$ cat src/logic/fbc_pkg.sv
// Constants, opcode fields, register map and helpers for the executor.
// Assumes a 14-bit instruction word and an 8-bit register file.
// What this block does
// - AND accumulator with file, destination bit, zero
// - Bit clear in file register, flags untouched
// - Bit set in file register, flags untouched
// - Skip next when tested bit is zero
// - Skip next when tested bit is one
// - Call pushes program counter plus one
// - Call target from immediate and page latch
// - Call takes two cycles, flags untouched
// - Watchdog clear zeroes counter and prescaler
// - Watchdog clear sets timeout and powerdown flags
// - File clear writes zero, sets zero flag
// - Taken branch or skip adds a nop cycle
package fbc_pkg;
    // Operand and address widths
    localparam int FBC_FILE_AW = 7;
    localparam int FBC_PC_W = 13;
    localparam int FBC_CODE_W = 14;
    // Opcode fields
    localparam logic [1:0] FBC_OP_BITOP = 2'h1;
    localparam logic [1:0] FBC_BIT_CLR = 2'h0;
    localparam logic [1:0] FBC_BIT_SET = 2'h1;
    localparam logic [1:0] FBC_BIT_TSZ = 2'h2;
    localparam logic [1:0] FBC_BIT_TSO = 2'h3;
    localparam logic [2:0] FBC_OP_CALL = 3'h4;
    localparam logic [13:0] FBC_CODE_WDTCLR = 14'h0064;
    localparam logic [5:0] FBC_OP_AND = 6'h05;
    localparam logic [5:0] FBC_OP_INV = 6'h09;
    localparam logic [6:0] FBC_OP_FILE_ZERO_OP = 7'h03;
    // Page latch bits feeding the upper program counter
    localparam int FBC_PAGE_HI = 4;
    localparam int FBC_PAGE_LO = 3;
    // Register offsets
    localparam logic [7:0] FBC_OFS_CTRL = 8'h00;
    localparam logic [7:0] FBC_OFS_PAGE = 8'h04;
    localparam logic [7:0] FBC_OFS_ACCUM = 8'h08;
    localparam logic [7:0] FBC_OFS_STATUS = 8'h0c;
    // Field positions
    localparam int FBC_CTRL_EN = 0;
    localparam int FBC_STAT_Z = 0;
    localparam int FBC_STAT_PD_N = 1;
    localparam int FBC_STAT_TO_N = 2;
    localparam int FBC_STAT_UNSUP = 3;
    // Reset values
    localparam logic FBC_RST_EN = 1'h1;
    localparam logic [7:0] FBC_RST_ACCUM = 8'h00;
    localparam logic [7:0] FBC_RST_PAGE = 8'h00;
    localparam logic FBC_RST_FLAG_N = 1'h1;
    // Value the watchdog counter takes on clear
    localparam logic [7:0] FBC_WDT_CLEAR_VAL = 8'h00;
    // Data path operations
    typedef enum logic [2:0] {
        FBC_ALU_PASS, FBC_ALU_AND, FBC_ALU_INV, FBC_ALU_ZERO, FBC_ALU_CLRB, FBC_ALU_SETB
    } fbc_alu_t;
    // One-hot mask for a bit position
    function automatic logic [7:0] fbc_bit_mask(input logic [2:0] b);
        fbc_bit_mask = 8'h01 << b;
    endfunction : fbc_bit_mask
endpackage : fbc_pkg

$ cat src/logic/fbc_alu.sv
// Byte data path for the executor: AND, invert, zero, bit clear and set.
// Purely combinational; the caller registers the results.
`timescale 1ns/100ps
`default_nettype none
module fbc_alu
    import fbc_pkg::*;
(
    input wire fbc_alu_t op,
    input wire logic [7:0] accum,
    input wire logic [7:0] fdata,
    input wire logic [2:0] bsel,
    output logic [7:0] result,
    output logic zero,
    output logic bit_val
);
    // Operation select
    always_comb begin
        case (op)
            FBC_ALU_AND: result = accum & fdata;
            FBC_ALU_INV: result = ~fdata;
            FBC_ALU_ZERO: result = 8'h00;
            FBC_ALU_CLRB: result = fdata & ~fbc_bit_mask(bsel);
            FBC_ALU_SETB: result = fdata | fbc_bit_mask(bsel);
            default: result = fdata;
        endcase
    end
    // Zero detect and tested bit
    assign zero = (result == 8'h00);
    assign bit_val = |(fdata & fbc_bit_mask(bsel));
endmodule : fbc_alu
`default_nettype wire

$ cat src/logic/fbc_exec.sv
// Executor for bit, AND, invert, clear, call and watchdog-clear instructions.
// Assumes the fetch stage presents the word, its address and the operand byte
// read from the register file together, all synchronous to clk.
//
// The register offsets and the APB interface to the registers were decided locally.
`timescale 1ns/100ps
`default_nettype none
module fbc_exec
    import fbc_pkg::*;
#(
    parameter int FILE_AW = FBC_FILE_AW,
    parameter int PC_W = FBC_PC_W
) (
    input wire logic clk,
    input wire logic rst_n,
    input wire logic psel,
    input wire logic penable,
    input wire logic pwrite,
    input wire logic [7:0] paddr,
    input wire logic [31:0] pwdata,
    output logic [31:0] prdata,
    output logic pready,
    output logic pslverr,
    input wire logic instr_valid,
    input wire logic [13:0] instr_code,
    input wire logic [12:0] instr_pc,
    input wire logic [7:0] file_rdata,
    output logic instr_ready,
    output logic file_we,
    output logic [6:0] file_addr,
    output logic [7:0] file_wdata,
    output logic pc_load,
    output logic [12:0] pc_target,
    output logic stack_push,
    output logic [12:0] stack_data,
    output logic fetch_flush,
    output logic wdt_clear,
    output logic wdt_presc_clear,
    output logic [7:0] wdt_value,
    input wire logic timeout_evt,
    input wire logic sleep_evt
);
    // Widths are fixed by the instruction format
    if (FILE_AW != 7 || PC_W != 13) begin : g_bad_width
        $error("fbc_exec: unsupported width parameters");
    end

    typedef enum logic {FBC_ST_RUN, FBC_ST_NOP} fbc_state_t;

    // Bus side registers
    logic en_q, en_d; // Core enable from software
    logic pready_q, pready_d;
    logic pslverr_q, pslverr_d;
    logic [31:0] prdata_q, prdata_d;
    // Execution registers
    fbc_state_t state_q, state_d;
    logic ready_q, ready_d;
    logic discard_q, discard_d; // Next word is dropped as a nop
    logic [7:0] accum_q, accum_d;
    logic [7:0] page_q, page_d;
    logic z_q, z_d;
    logic to_n_q, to_n_d;
    logic pd_n_q, pd_n_d;
    logic unsup_q, unsup_d;
    logic fwe_q, fwe_d;
    logic [6:0] faddr_q, faddr_d;
    logic [7:0] fwdata_q, fwdata_d;
    logic pcl_q, pcl_d;
    logic [12:0] pct_q, pct_d;
    logic push_q, push_d;
    logic [12:0] sdata_q, sdata_d;
    logic flush_q, flush_d;
    logic wdt_q, wdt_d;

    // Bus decode; a write lands only on the completing edge
    logic apb_done;
    logic apb_wr;
    logic wr_ctrl, wr_page, wr_accum, wr_status;
    assign apb_done = psel && penable && pready_q;
    assign apb_wr = apb_done && pwrite;
    assign wr_ctrl = apb_wr && (paddr == FBC_OFS_CTRL);
    assign wr_page = apb_wr && (paddr == FBC_OFS_PAGE);
    assign wr_accum = apb_wr && (paddr == FBC_OFS_ACCUM);
    assign wr_status = apb_wr && (paddr == FBC_OFS_STATUS);

    // Instruction fields
    logic accept, exec_ok;
    logic dest;
    logic [2:0] bsel;
    logic [1:0] bkind;
    logic is_and, is_inv, is_file_zero_op, is_bitop, is_call, is_wdt;
    assign accept = instr_valid && ready_q;
    assign exec_ok = accept && !discard_q;
    assign dest = instr_code[7];
    assign bsel = instr_code[9:7];
    assign bkind = instr_code[11:10];
    assign is_and = (instr_code[13:8] == FBC_OP_AND);
    assign is_inv = (instr_code[13:8] == FBC_OP_INV);
    assign is_file_zero_op = (instr_code[13:7] == FBC_OP_FILE_ZERO_OP);
    assign is_bitop = (instr_code[13:12] == FBC_OP_BITOP);
    assign is_call = (instr_code[13:11] == FBC_OP_CALL);
    assign is_wdt = (instr_code == FBC_CODE_WDTCLR);

    // Data path operation for the current word
    fbc_alu_t alu_op;
    logic [7:0] alu_res;
    logic alu_zero, alu_bit;
    always_comb begin
        if (is_and) alu_op = FBC_ALU_AND;
        else if (is_inv) alu_op = FBC_ALU_INV;
        else if (is_file_zero_op) alu_op = FBC_ALU_ZERO;
        else if (is_bitop && bkind == FBC_BIT_CLR) alu_op = FBC_ALU_CLRB;
        else if (is_bitop && bkind == FBC_BIT_SET) alu_op = FBC_ALU_SETB;
        else alu_op = FBC_ALU_PASS;
    end

    fbc_alu u_alu (
        .op(alu_op),
        .accum(accum_q),
        .fdata(file_rdata),
        .bsel(bsel),
        .result(alu_res),
        .zero(alu_zero),
        .bit_val(alu_bit)
    );

    // Bus slave next state: one wait state, then a registered answer
    always_comb begin
        en_d = en_q;
        pready_d = 1'b0;
        pslverr_d = 1'b0;
        prdata_d = prdata_q;
        if (wr_ctrl) begin
            en_d = pwdata[FBC_CTRL_EN];
        end
        if (psel && penable && !pready_q) begin
            // Answer prepared one cycle into the access phase
            pready_d = 1'b1;
            prdata_d = 32'h0000_0000;
            case (paddr)
                FBC_OFS_CTRL: prdata_d[FBC_CTRL_EN] = en_q;
                FBC_OFS_PAGE: prdata_d[7:0] = page_q;
                FBC_OFS_ACCUM: prdata_d[7:0] = accum_q;
                FBC_OFS_STATUS: begin
                    prdata_d[FBC_STAT_Z] = z_q;
                    prdata_d[FBC_STAT_PD_N] = pd_n_q;
                    prdata_d[FBC_STAT_TO_N] = to_n_q;
                    prdata_d[FBC_STAT_UNSUP] = unsup_q;
                end
                default: pslverr_d = 1'b1; // Unmapped reads zero with error
            endcase
        end
    end

    // Bus slave registers
    always_ff @(posedge clk) begin
        if (!rst_n) begin
            en_q <= FBC_RST_EN;
            pready_q <= 1'b0;
            pslverr_q <= 1'b0;
            prdata_q <= 32'h0000_0000;
        end else begin
            en_q <= en_d;
            pready_q <= pready_d;
            pslverr_q <= pslverr_d;
            prdata_q <= prdata_d;
        end
    end

    // Execution next state
    always_comb begin
        state_d = state_q;
        discard_d = discard_q;
        accum_d = accum_q;
        page_d = page_q;
        z_d = z_q;
        to_n_d = to_n_q;
        pd_n_d = pd_n_q;
        unsup_d = unsup_q;
        fwe_d = 1'b0;
        faddr_d = faddr_q;
        fwdata_d = fwdata_q;
        pcl_d = 1'b0;
        pct_d = pct_q;
        push_d = 1'b0;
        sdata_d = sdata_q;
        flush_d = 1'b0;
        wdt_d = 1'b0;
        // Software writes first, so a same-cycle instruction wins
        if (wr_page) page_d = pwdata[7:0];
        if (wr_accum) accum_d = pwdata[7:0];
        if (wr_status && pwdata[FBC_STAT_UNSUP]) unsup_d = 1'b0;
        // Watchdog and sleep events clear the active-low flags
        if (timeout_evt) to_n_d = 1'b0;
        if (sleep_evt) pd_n_d = 1'b0;
        case (state_q)
            FBC_ST_RUN: begin
                if (accept && discard_q) begin
                    // Skipped word runs as the nop cycle
                    discard_d = 1'b0;
                end else if (exec_ok) begin
                    faddr_d = instr_code[6:0];
                    if (is_and || is_inv) begin
                        z_d = alu_zero;
                        if (dest) begin
                            fwe_d = 1'b1;
                            fwdata_d = alu_res;
                        end else begin
                            accum_d = alu_res;
                        end
                    end else if (is_file_zero_op) begin
                        fwe_d = 1'b1;
                        fwdata_d = alu_res;
                        z_d = 1'b1;
                    end else if (is_bitop) begin
                        case (bkind)
                            FBC_BIT_CLR, FBC_BIT_SET: begin
                                fwe_d = 1'b1;
                                fwdata_d = alu_res;
                            end
                            FBC_BIT_TSZ: discard_d = !alu_bit;
                            default: discard_d = alu_bit;
                        endcase
                    end else if (is_call) begin
                        push_d = 1'b1;
                        sdata_d = 13'(instr_pc + 13'h0001);
                        pcl_d = 1'b1;
                        pct_d = {page_q[FBC_PAGE_HI:FBC_PAGE_LO], instr_code[10:0]};
                        flush_d = 1'b1;
                        state_d = FBC_ST_NOP;
                    end else if (is_wdt) begin
                        wdt_d = 1'b1;
                        to_n_d = 1'b1;
                        pd_n_d = 1'b1;
                    end else begin
                        // Words outside this group are flagged, set wins
                        unsup_d = 1'b1;
                    end
                end
            end
            FBC_ST_NOP: state_d = FBC_ST_RUN;
            default: state_d = FBC_ST_RUN;
        endcase
    end

    // Ready drops for the call's nop cycle and while disabled
    assign ready_d = en_d && (state_d == FBC_ST_RUN);

    // Execution registers
    always_ff @(posedge clk) begin
        if (!rst_n) begin
            state_q <= FBC_ST_RUN;
            ready_q <= 1'b0;
            discard_q <= 1'b0;
            accum_q <= FBC_RST_ACCUM;
            page_q <= FBC_RST_PAGE;
            z_q <= 1'b0;
            to_n_q <= FBC_RST_FLAG_N;
            pd_n_q <= FBC_RST_FLAG_N;
            unsup_q <= 1'b0;
            fwe_q <= 1'b0;
            faddr_q <= 7'h00;
            fwdata_q <= 8'h00;
            pcl_q <= 1'b0;
            pct_q <= 13'h0000;
            push_q <= 1'b0;
            sdata_q <= 13'h0000;
            flush_q <= 1'b0;
            wdt_q <= 1'b0;
        end else begin
            state_q <= state_d;
            ready_q <= ready_d;
            discard_q <= discard_d;
            accum_q <= accum_d;
            page_q <= page_d;
            z_q <= z_d;
            to_n_q <= to_n_d;
            pd_n_q <= pd_n_d;
            unsup_q <= unsup_d;
            fwe_q <= fwe_d;
            faddr_q <= faddr_d;
            fwdata_q <= fwdata_d;
            pcl_q <= pcl_d;
            pct_q <= pct_d;
            push_q <= push_d;
            sdata_q <= sdata_d;
            flush_q <= flush_d;
            wdt_q <= wdt_d;
        end
    end

    // Outputs straight from flops, except wdt_value, which is the constant FBC_WDT_CLEAR_VAL
    assign prdata = prdata_q;
    assign pready = pready_q;
    assign pslverr = pslverr_q;
    assign instr_ready = ready_q;
    assign file_we = fwe_q;
    assign file_addr = faddr_q;
    assign file_wdata = fwdata_q;
    assign pc_load = pcl_q;
    assign pc_target = pct_q;
    assign stack_push = push_q;
    assign stack_data = sdata_q;
    assign fetch_flush = flush_q;
    assign wdt_clear = wdt_q;
    assign wdt_presc_clear = wdt_q; // Prescaler cleared with the counter
    assign wdt_value = FBC_WDT_CLEAR_VAL;

    // Checks
    and_to_file_a: assert property (@(posedge clk) disable iff (!rst_n)
        exec_ok && is_and && dest |=> file_we
            && file_wdata == ($past(accum_q) & $past(file_rdata)))
        else $error("and result not written to file");
    and_to_accum_a: assert property (@(posedge clk) disable iff (!rst_n)
        exec_ok && is_and && !dest |=> !file_we
            && accum_q == ($past(accum_q) & $past(file_rdata))
            && z_q == (accum_q == 8'h00))
        else $error("and result not in accumulator");
    bit_clear_a: assert property (@(posedge clk) disable iff (!rst_n)
        exec_ok && is_bitop && bkind == FBC_BIT_CLR |=> file_we && $stable(z_q)
            && file_wdata == ($past(file_rdata) & ~fbc_bit_mask($past(bsel))))
        else $error("bit clear wrong");
    bit_set_a: assert property (@(posedge clk) disable iff (!rst_n)
        exec_ok && is_bitop && bkind == FBC_BIT_SET |=> file_we && $stable(z_q)
            && file_wdata == ($past(file_rdata) | fbc_bit_mask($past(bsel))))
        else $error("bit set wrong");
    skip_zero_a: assert property (@(posedge clk) disable iff (!rst_n)
        exec_ok && is_bitop && bkind == FBC_BIT_TSZ |=> discard_q == !$past(alu_bit))
        else $error("skip on zero wrong");
    skip_one_a: assert property (@(posedge clk) disable iff (!rst_n)
        exec_ok && is_bitop && bkind == FBC_BIT_TSO |=> discard_q == $past(alu_bit))
        else $error("skip on one wrong");
    skipped_nop_a: assert property (@(posedge clk) disable iff (!rst_n)
        accept && discard_q |=> !file_we && !pc_load && !stack_push && !discard_q)
        else $error("skipped word had effect");
    call_push_a: assert property (@(posedge clk) disable iff (!rst_n)
        exec_ok && is_call |=> stack_push && stack_data == 13'($past(instr_pc) + 13'h0001))
        else $error("call push wrong");
    call_target_a: assert property (@(posedge clk) disable iff (!rst_n)
        exec_ok && is_call |=> pc_load
            && pc_target == {$past(page_q[4:3]), $past(instr_code[10:0])})
        else $error("call target wrong");
    call_two_a: assert property (@(posedge clk) disable iff (!rst_n)
        exec_ok && is_call |=> !instr_ready && $stable(z_q) ##1 state_q == FBC_ST_RUN)
        else $error("call not two cycles");
    wdt_clear_a: assert property (@(posedge clk) disable iff (!rst_n)
        exec_ok && is_wdt |=> wdt_clear && wdt_presc_clear && wdt_value == 8'h00)
        else $error("watchdog not cleared");
    wdt_flags_a: assert property (@(posedge clk) disable iff (!rst_n)
        exec_ok && is_wdt && !timeout_evt && !sleep_evt |=> to_n_q && pd_n_q)
        else $error("watchdog flags not set");
    file_zero_a: assert property (@(posedge clk) disable iff (!rst_n)
        exec_ok && is_file_zero_op |=> file_we && file_wdata == 8'h00 && z_q)
        else $error("file clear wrong");
    invert_a: assert property (@(posedge clk) disable iff (!rst_n)
        exec_ok && is_inv && dest |=> file_we && file_wdata == ~$past(file_rdata))
        else $error("invert wrong");
endmodule : fbc_exec
`default_nettype wire

$ cat config.mk
export PLATFORM = sky130hd
export DESIGN_NAME = fbc_exec
export DESIGN_NICKNAME = d
export VERILOG_FILES = /design/src/logic/fbc_pkg.sv /design/src/logic/fbc_alu.sv /design/src/logic/fbc_exec.sv
export SDC_FILE = /design/constraint.sdc
export NUM_CORES = 1
export LEC_CHECK = 0
export ABC_AREA = 1
export BUFFER_PORTS_ARGS = -buffer_cell sky130_fd_sc_hd__buf_2
export CAP_MARGIN = 20
export CORE_MARGIN = 2
export CORE_UTILIZATION = 48
export CTS_CLUSTER_SIZE = 14
export DETAILED_ROUTE_END_ITERATION = 8
export PLACE_DENSITY_LB_ADDON = 0.05
export SLEW_MARGIN = 5
export SYNTH_ARGS = -nofsm -noshare
export SYNTH_HDL_FRONTEND = slang
export SYNTH_SLANG_ARGS = --single-unit
$ cat constraint.sdc
create_clock -name clk -period 3.4 [get_ports clk]
set_input_delay 1.02 -clock clk [delete_from_list [all_inputs] [get_ports clk]]
set_output_delay 1.02 -clock clk [all_outputs]
set_load 0.01 [all_outputs]
Word level (Yosys, flattened, before mapping)
Cells that the tools add are included.
{"block": "op_classes", "n_addsub": 1, "eq_ne": 20, "shift": 1, "n_mux": 71, "bitwise": 14, "n_reduce_logical": 39}
{"cell": "$mux 8", "count": 11}
{"cell": "$mux 1", "count": 49}
{"cell": "$pmux 8 s5", "count": 1}
{"cell": "$and 8x8->8", "count": 3}
{"cell": "$eq 8x4->1 const B", "count": 2}
{"cell": "$logic_not 8->1", "count": 2}
{"cell": "$not 8->8", "count": 2}
{"cell": "$reduce_or 8->1", "count": 2}
{"cell": "$logic_and 1x1->1", "count": 15}
{"cell": "$mux 3", "count": 5}
{"cell": "$eq 14x7->1 const B", "count": 1}
{"cell": "$add 13x1->13 const B", "count": 1}
{"cell": "$reduce_and 6->1", "count": 2}
{"cell": "$eq 3x3->1 const B", "count": 3}
{"cell": "$pmux 3 s3", "count": 1}
{"cell": "$eq 8x3->1 const B", "count": 1}
{"cell": "$not 1->1", "count": 8}
{"cell": "$or 8x8->8", "count": 1}
{"cell": "$pmux 4 s2", "count": 1}
{"cell": "$reduce_or 4->1", "count": 2}
{"cell": "$shl 1x3->8 const A", "count": 1}
{"cell": "$eq 7x2->1 const B", "count": 1}
{"cell": "$reduce_and 7->1", "count": 1}
{"cell": "$eq 3x2->1 const B", "count": 2}
{"cell": "other kinds (18)", "count": 28}
{"block": "word_totals", "reg_bits": 78, "in_bits": 83, "output_inout_bits": 90, "elab_cells": 166}

Depth between registers and ports, before layout
{"block": "logic_depth", "ltp_word": 14, "mapped_depth": 13, "depth_no_buf": 12}

Cells and area by module
From an unflattened synthesis, not the netlist that was laid out.
{"block": "unflattened", "cells_unflattened": 686, "area_unflattened_um2": 4561.9}
{"mod": "fbc_exec", "n_inst": 1, "cells_each": 553, "area_each_um2": 3963.8, "seq_area_each_um2": 1561.5}
{"mod": "fbc_alu", "n_inst": 1, "cells_each": 133, "area_each_um2": 598.1, "seq_area_each_um2": 0.0}

Least setup slack after synthesis
Ideal clock, no wire load.
{"block": "synth_path", "path_type": "input to register", "start": "input paddr[1]", "end": "register accum_q[0]", "setup_ns": 0.116, "arrival_ns": 2.267, "required_ns": 3.284, "slack_ns": 1.016, "path_stages": 8, "n_path_buf": 1, "cell_sequence": "or2_4 nor4_4 nand2_4 buf_6 nand2_1 o21ai_1 o211ai_1 inv_1"}
{"block": "synth_via", "elab_chain_len": 8}
{"item": "from (decl)", "line": "fbc_exec.sv:19", "rtl": "input wire logic [7:0] paddr,"}
{"item": "$eq 8x4->1 (*)", "line": "fbc_exec.sv:83", "rtl": "assign wr_accum = apb_wr && (paddr == FBC_OFS_ACCUM);"}
{"item": "$logic_and 1x1->1 (*)", "line": "fbc_exec.sv:83"}
{"item": "$mux 8 (*)", "line": "fbc_exec.sv:191", "rtl": "if (wr_accum) accum_d = pwdata[7:0];"}
{"item": "$mux 8", "line": "fbc_exec.sv:205", "rtl": "if (dest) begin"}
{"item": "$mux 8", "line": "fbc_exec.sv:203", "rtl": "if (is_and || is_inv) begin"}
{"item": "$mux 8", "line": "fbc_exec.sv:201", "rtl": "end else if (exec_ok) begin"}
{"item": "$mux 8", "line": "fbc_exec.sv:198", "rtl": "if (accept && discard_q) begin"}
{"item": "$mux 8 (*)", "line": "fbc_exec.sv:196", "rtl": "case (state_q)"}
{"item": "to (signal assigned)", "line": "fbc_exec.sv:274", "rtl": "accum_q <= accum_d;"}
{"item": "to (decl)", "line": "fbc_exec.sv:59", "rtl": "logic [7:0] accum_q, accum_d;"}
Mark *: on every way between the ends. The rest lies on a longest branch, timed or not.
A chain may end at the register's enable or synchronous reset.

Worst setup path after layout
{"block": "layout_path", "start": "input instr_code[12]", "end": "register z_q"}
{"block": "layout_via", "elab_chain_len": 11, "elab_cells_between_ends": 22, "classes_between": "eq/ne (9); mux (7); reduce/logical (6)"}
{"item": "from (decl)", "line": "fbc_exec.sv:25", "rtl": "input wire logic [13:0] instr_code,"}
{"item": "$eq 2x1->1", "line": "fbc_exec.sv:100", "rtl": "assign is_bitop = (instr_code[13:12] == FBC_OP_BITOP);"}
{"item": "$logic_and 1x1->1", "line": "fbc_exec.sv:113", "rtl": "else if (is_bitop && bkind == FBC_BIT_SET) alu_op = FBC_ALU_SETB;"}
{"item": "$mux 3", "line": "fbc_exec.sv:113"}
{"item": "$mux 3", "line": "fbc_exec.sv:112", "rtl": "else if (is_bitop && bkind == FBC_BIT_CLR) alu_op = FBC_ALU_CLRB;"}
{"item": "$mux 3", "line": "fbc_exec.sv:111", "rtl": "else if (is_file_zero_op) alu_op = FBC_ALU_ZERO;"}
{"item": "$mux 3", "line": "fbc_exec.sv:110", "rtl": "else if (is_inv) alu_op = FBC_ALU_INV;"}
{"item": "$mux 3", "line": "fbc_exec.sv:109", "rtl": "if (is_and) alu_op = FBC_ALU_AND;"}
{"item": "$eq 3x3->1, or another cell as far along", "line": "fbc_alu.sv:18", "rtl": "case (op)"}
{"item": "$pmux 8 s5", "line": "fbc_alu.sv:18"}
{"item": "$logic_not 8->1", "line": "fbc_alu.sv:28", "rtl": "assign zero = (result == 8'h00);"}
{"item": "$mux 1", "line": "fbc_exec.sv:203"}
{"item": "to (signal assigned)", "line": "fbc_exec.sv:276", "rtl": "z_q <= z_d;"}
{"item": "to (decl)", "line": "fbc_exec.sv:61", "rtl": "logic z_q, z_d;"}
Several ways; a longest one is shown, not always the timed one.

==> results.py <==
metrics = {
    "synth": {
        "async_reset_ff_share_pct": 0,
        "synth_edf_count": 0,
        "yosysWarnings": 0,
        "synth.distinct_cells": 38,
        "syn_avg_cell_area_um2": 6.89,
        "synthFlopType": "dfxtp_1",
        "yosysSeqAreaShare_pct": 37.9,
        "ys_ff_latch": 78,
        "netlist_area_um2": 4120,
        "netlist_instances": 597,
    },
    "placement": {
        "gp_congestion": 0.902,
        "post-place-ws_ns": 0.578,
        "hpwl_mm": 8.23,
        "numPlacedInstances": 801,
        "io_buffers": 116,
    },
    "timing": {
        "fmax_mhz": 396,
        "min_period_over_period_pct": 74.2,
        "rsz0062_at_grt": "false",
        "slew_headroom_pct": 45.2,
        "setup_slack_ns": 0.876,
        "maxSlewViolCount": 0,
        "setup_viol": 0,
        "setup_tns_ns": 0,
        "min_period_ns": 2.52,
        "hold_violations": 0,
        "tightestPinTransition_ns": 0.821,
        "finalClockSkew_ns": 0.0179,
    },
    "detailed_routing": {
        "dr_wl_met3_um": 730,
        "wl_mm": 10.9,
        "viasPerCell": 5.03,
        "met2_length_mm": 5.32,
        "vias": 4106,
        "firstDrtPassIters": 6,
        "drc": 0,
        "final_antenna_net_count": 0,
        "drt_iter0_drc": 202,
        "wl_per_cell_um": 13.3,
        "routed.top_layer": "met4",
        "m1WireLength_mm": 4.79,
    },
    "clock_tree": {
        "clk_latency_ns": 0.34,
        "clock_path_buffers": 2,
        "htreeDepth": 3,
        "cts_setup_buffers": 0,
        "path_clk_slew_ns": 0.09,
        "tritoncts": "yes",
        "cts_resized": 0,
        "clockRootBuffer": "clkbuf_8",
        "cts_buffers": 9,
        "cts_hold_buf": 0,
        "cts_sinks": 78,
    },
    "hold_path": {
        "hold_start": "prdata[3]",
        "min_path_type": "flop to flop",
        "min_path_cells": 2,
    },
    "critical_path": {
        "critPathKind": "primary input to flop",
        "arrival_ns": 2.76,
        "start_kind": "primary input",
        "r2r-start": "instr_ready",
        "cp-startpoint": "instr_code[12]",
        "required_ns": 3.64,
        "rr_worst_depth": 9,
        "r2r_slack_ns": 1.53,
        "crit_fanout": 8,
        "critPathCaptureType": "flop",
    },
    "die": {
        "die_y_um": 96.6,
        "die_w_um": 96.6,
        "dieArea_um2": 9330,
        "num_rows": 33,
        "start_util_pct": 49.8,
        "io_pins": 173,
        "placeableCoreArea_um2": 8260,
    },
    "global_routing": {
        "grt_pass1_vias": 3723,
        "overflow": 0,
        "grt_pass1_wl_mm": 17.1,
        "grt_antenna_before_repair": 0,
        "grtUsageTotal_pct": 23.9,
        "grt_max_degree": 53,
    },
    "power_and_ir_drop": {
        "powerDensity_nw_per_um2": 401,
        "p_leak_uw": 0.00251,
        "vdd_ir_drop_max_mv": 0.315,
    },
    "finish": {
        "final_layout_size_suffix_gt1_share_pct": 21.6,
        "area_delta_synth_final_pct": 17.6,
        "final_nets": 791,
        "fillers": 843,
        "final_cells": 817,
        "diodes": 0,
    },
    "outcome": {
        "outcome": "complete, no violations",
    },
    "flow_run": {
        "cap_violations": 0,
    },
}
[per-stage QoR]
| step | cell area [µm²] | util (%) | power [µW] | hold WS (ns) |
|---|---|---|---|---|
| 3_3_place_gp | 4630 | 56.0 | 1210 | 0.457 |
| 2_1_floorplan | 4230 | - | 1140 | 0.439 |
| 3_5_place_dp | 4630 | 56.0 | 1210 | 0.457 |
| 6_report | 4840 | 58.6 | 1940 | 0.466 |
| 4_1_cts | 4840 | 58.6 | 1960 | 0.471 |
| 5_1_grt | 4840 | 58.6 | 2040 | 0.493 |
[critical path: stages]
cell     delay, ns
buf_2         0.12
inv_1         0.07
nor2_1        0.29
nand2_1       0.14
nor2_1        0.52
nand2_1       0.11
nand3_1       0.11
nor2_1        0.12
nand2_1       0.10
nor2_1        0.04
nand2_1       0.06
a21oi_1       0.05
[report_power, final]
part	switching, µW	internal (µW)	leakage [µW]
registers	11.0	936	0.000633
logic	164	81.3	0.00177
clock network	336	416	0.000104
total	510	1430	0.00251
[cells by family (layout without fill, tap and decap cells)]
| family | count (synthesis) | in the layout | share of synthesized area [%] |
|---|---|---|---|
| compound gates | 125 | 125 | 17.0 |
| other cells | 1 | 32 | 0.0911 |
| simple gates | 264 | 264 | 27.7 |
| flops | 78 | 78 | 37.9 |
| xor+xnor | 10 | 10 | 2.13 |
| fa+ha+maj | 1 | 1 | 0.304 |
| buf+inv | 118 | 202 | 14.8 |
[cells in the mapped netlist (3+ instances only)]
cell type | number | area share [%]
xor2_1 | 7 | 1.5
nand3_1 | 31 | 3.8
a211oi_1 | 10 | 1.8
dfxtp_1 | 78 | 38
buf_2 | 8 | 0.97
xnor2_1 | 3 | 0.64
inv_2 | 4 | 0.36
o22ai_1 | 4 | 0.61
nor4_1 | 3 | 0.46
nand2_1 | 127 | 12
buf_4 | 38 | 6.9
clkbuf_1 | 8 | 0.73
a21oi_1 | 41 | 5.0
nand4_1 | 8 | 1.2
o211ai_1 | 15 | 2.7
nor2_1 | 76 | 6.9
nor3_1 | 5 | 0.61
o21ai_0 | 50 | 6.1
inv_1 | 58 | 5.3
[worst paths after layout]
check / to
max: z_q
min: prdata[3]
max reg2reg: stack_data[11]
min reg2reg: prdata[3]
[layout make-up]
| class | count | area [µm²] | area share [%] |
|---|---|---|---|
| repair buffers | 124 | 641 | 13.2 |
| clock buffers | 11 | 131 | 2.71 |
| multi-input cells | 432 | 2060 | 42.6 |
| clock inverters | 5 | 81.3 | 1.68 |
| well taps | 105 | 131 | 2.71 |
| inverters | 62 | 233 | 4.81 |
| flip-flops and latches | 78 | 1560 | 32.3 |
[sequential cells by signal, indices dropped and copies added, names as in the netlist, 7 cells and up]
signal      cells
accum_q         8
file_wdata      8
prdata          8
pc_target      13
page_q          8
stack_data     13
file_addr       7
[cells in the final DEF (no fill, tap or decap), types with 2 or more instances in the layout]
| cell | count |
|---|---|
| nand2_2 | 2 |
| a21oi_1 | 41 |
| o21ai_1 | 2 |
| conb_1 | 32 |
| inv_1 | 58 |
| buf_2 | 116 |
| nand2_1 | 127 |
| nor3_2 | 2 |
| buf_4 | 8 |
| nor2_2 | 2 |
| nand3_1 | 31 |
| nand4_1 | 8 |
| nor4_1 | 3 |
| dfxtp_1 | 78 |
| o211ai_1 | 15 |
| clkbuf_1 | 2 |
| o21ai_0 | 50 |
| inv_2 | 4 |
| a211oi_1 | 10 |
| nor3_1 | 5 |
| bufinv_16 | 2 |
| nor2_1 | 75 |
| xnor2_1 | 3 |
| o22ai_1 | 4 |
| xor2_1 | 7 |
| clkbuf_8 | 9 |
[metal layers]
metal / vias to the layer above / global-route usage, %
met2: 147 / 40.7
met1: 1852 / 30.1
li1: 2103 / -
met4: 0 / 6.69
met5: - / 0
met3: 4 / 5.74
Power figures use the tool's default switching activity.
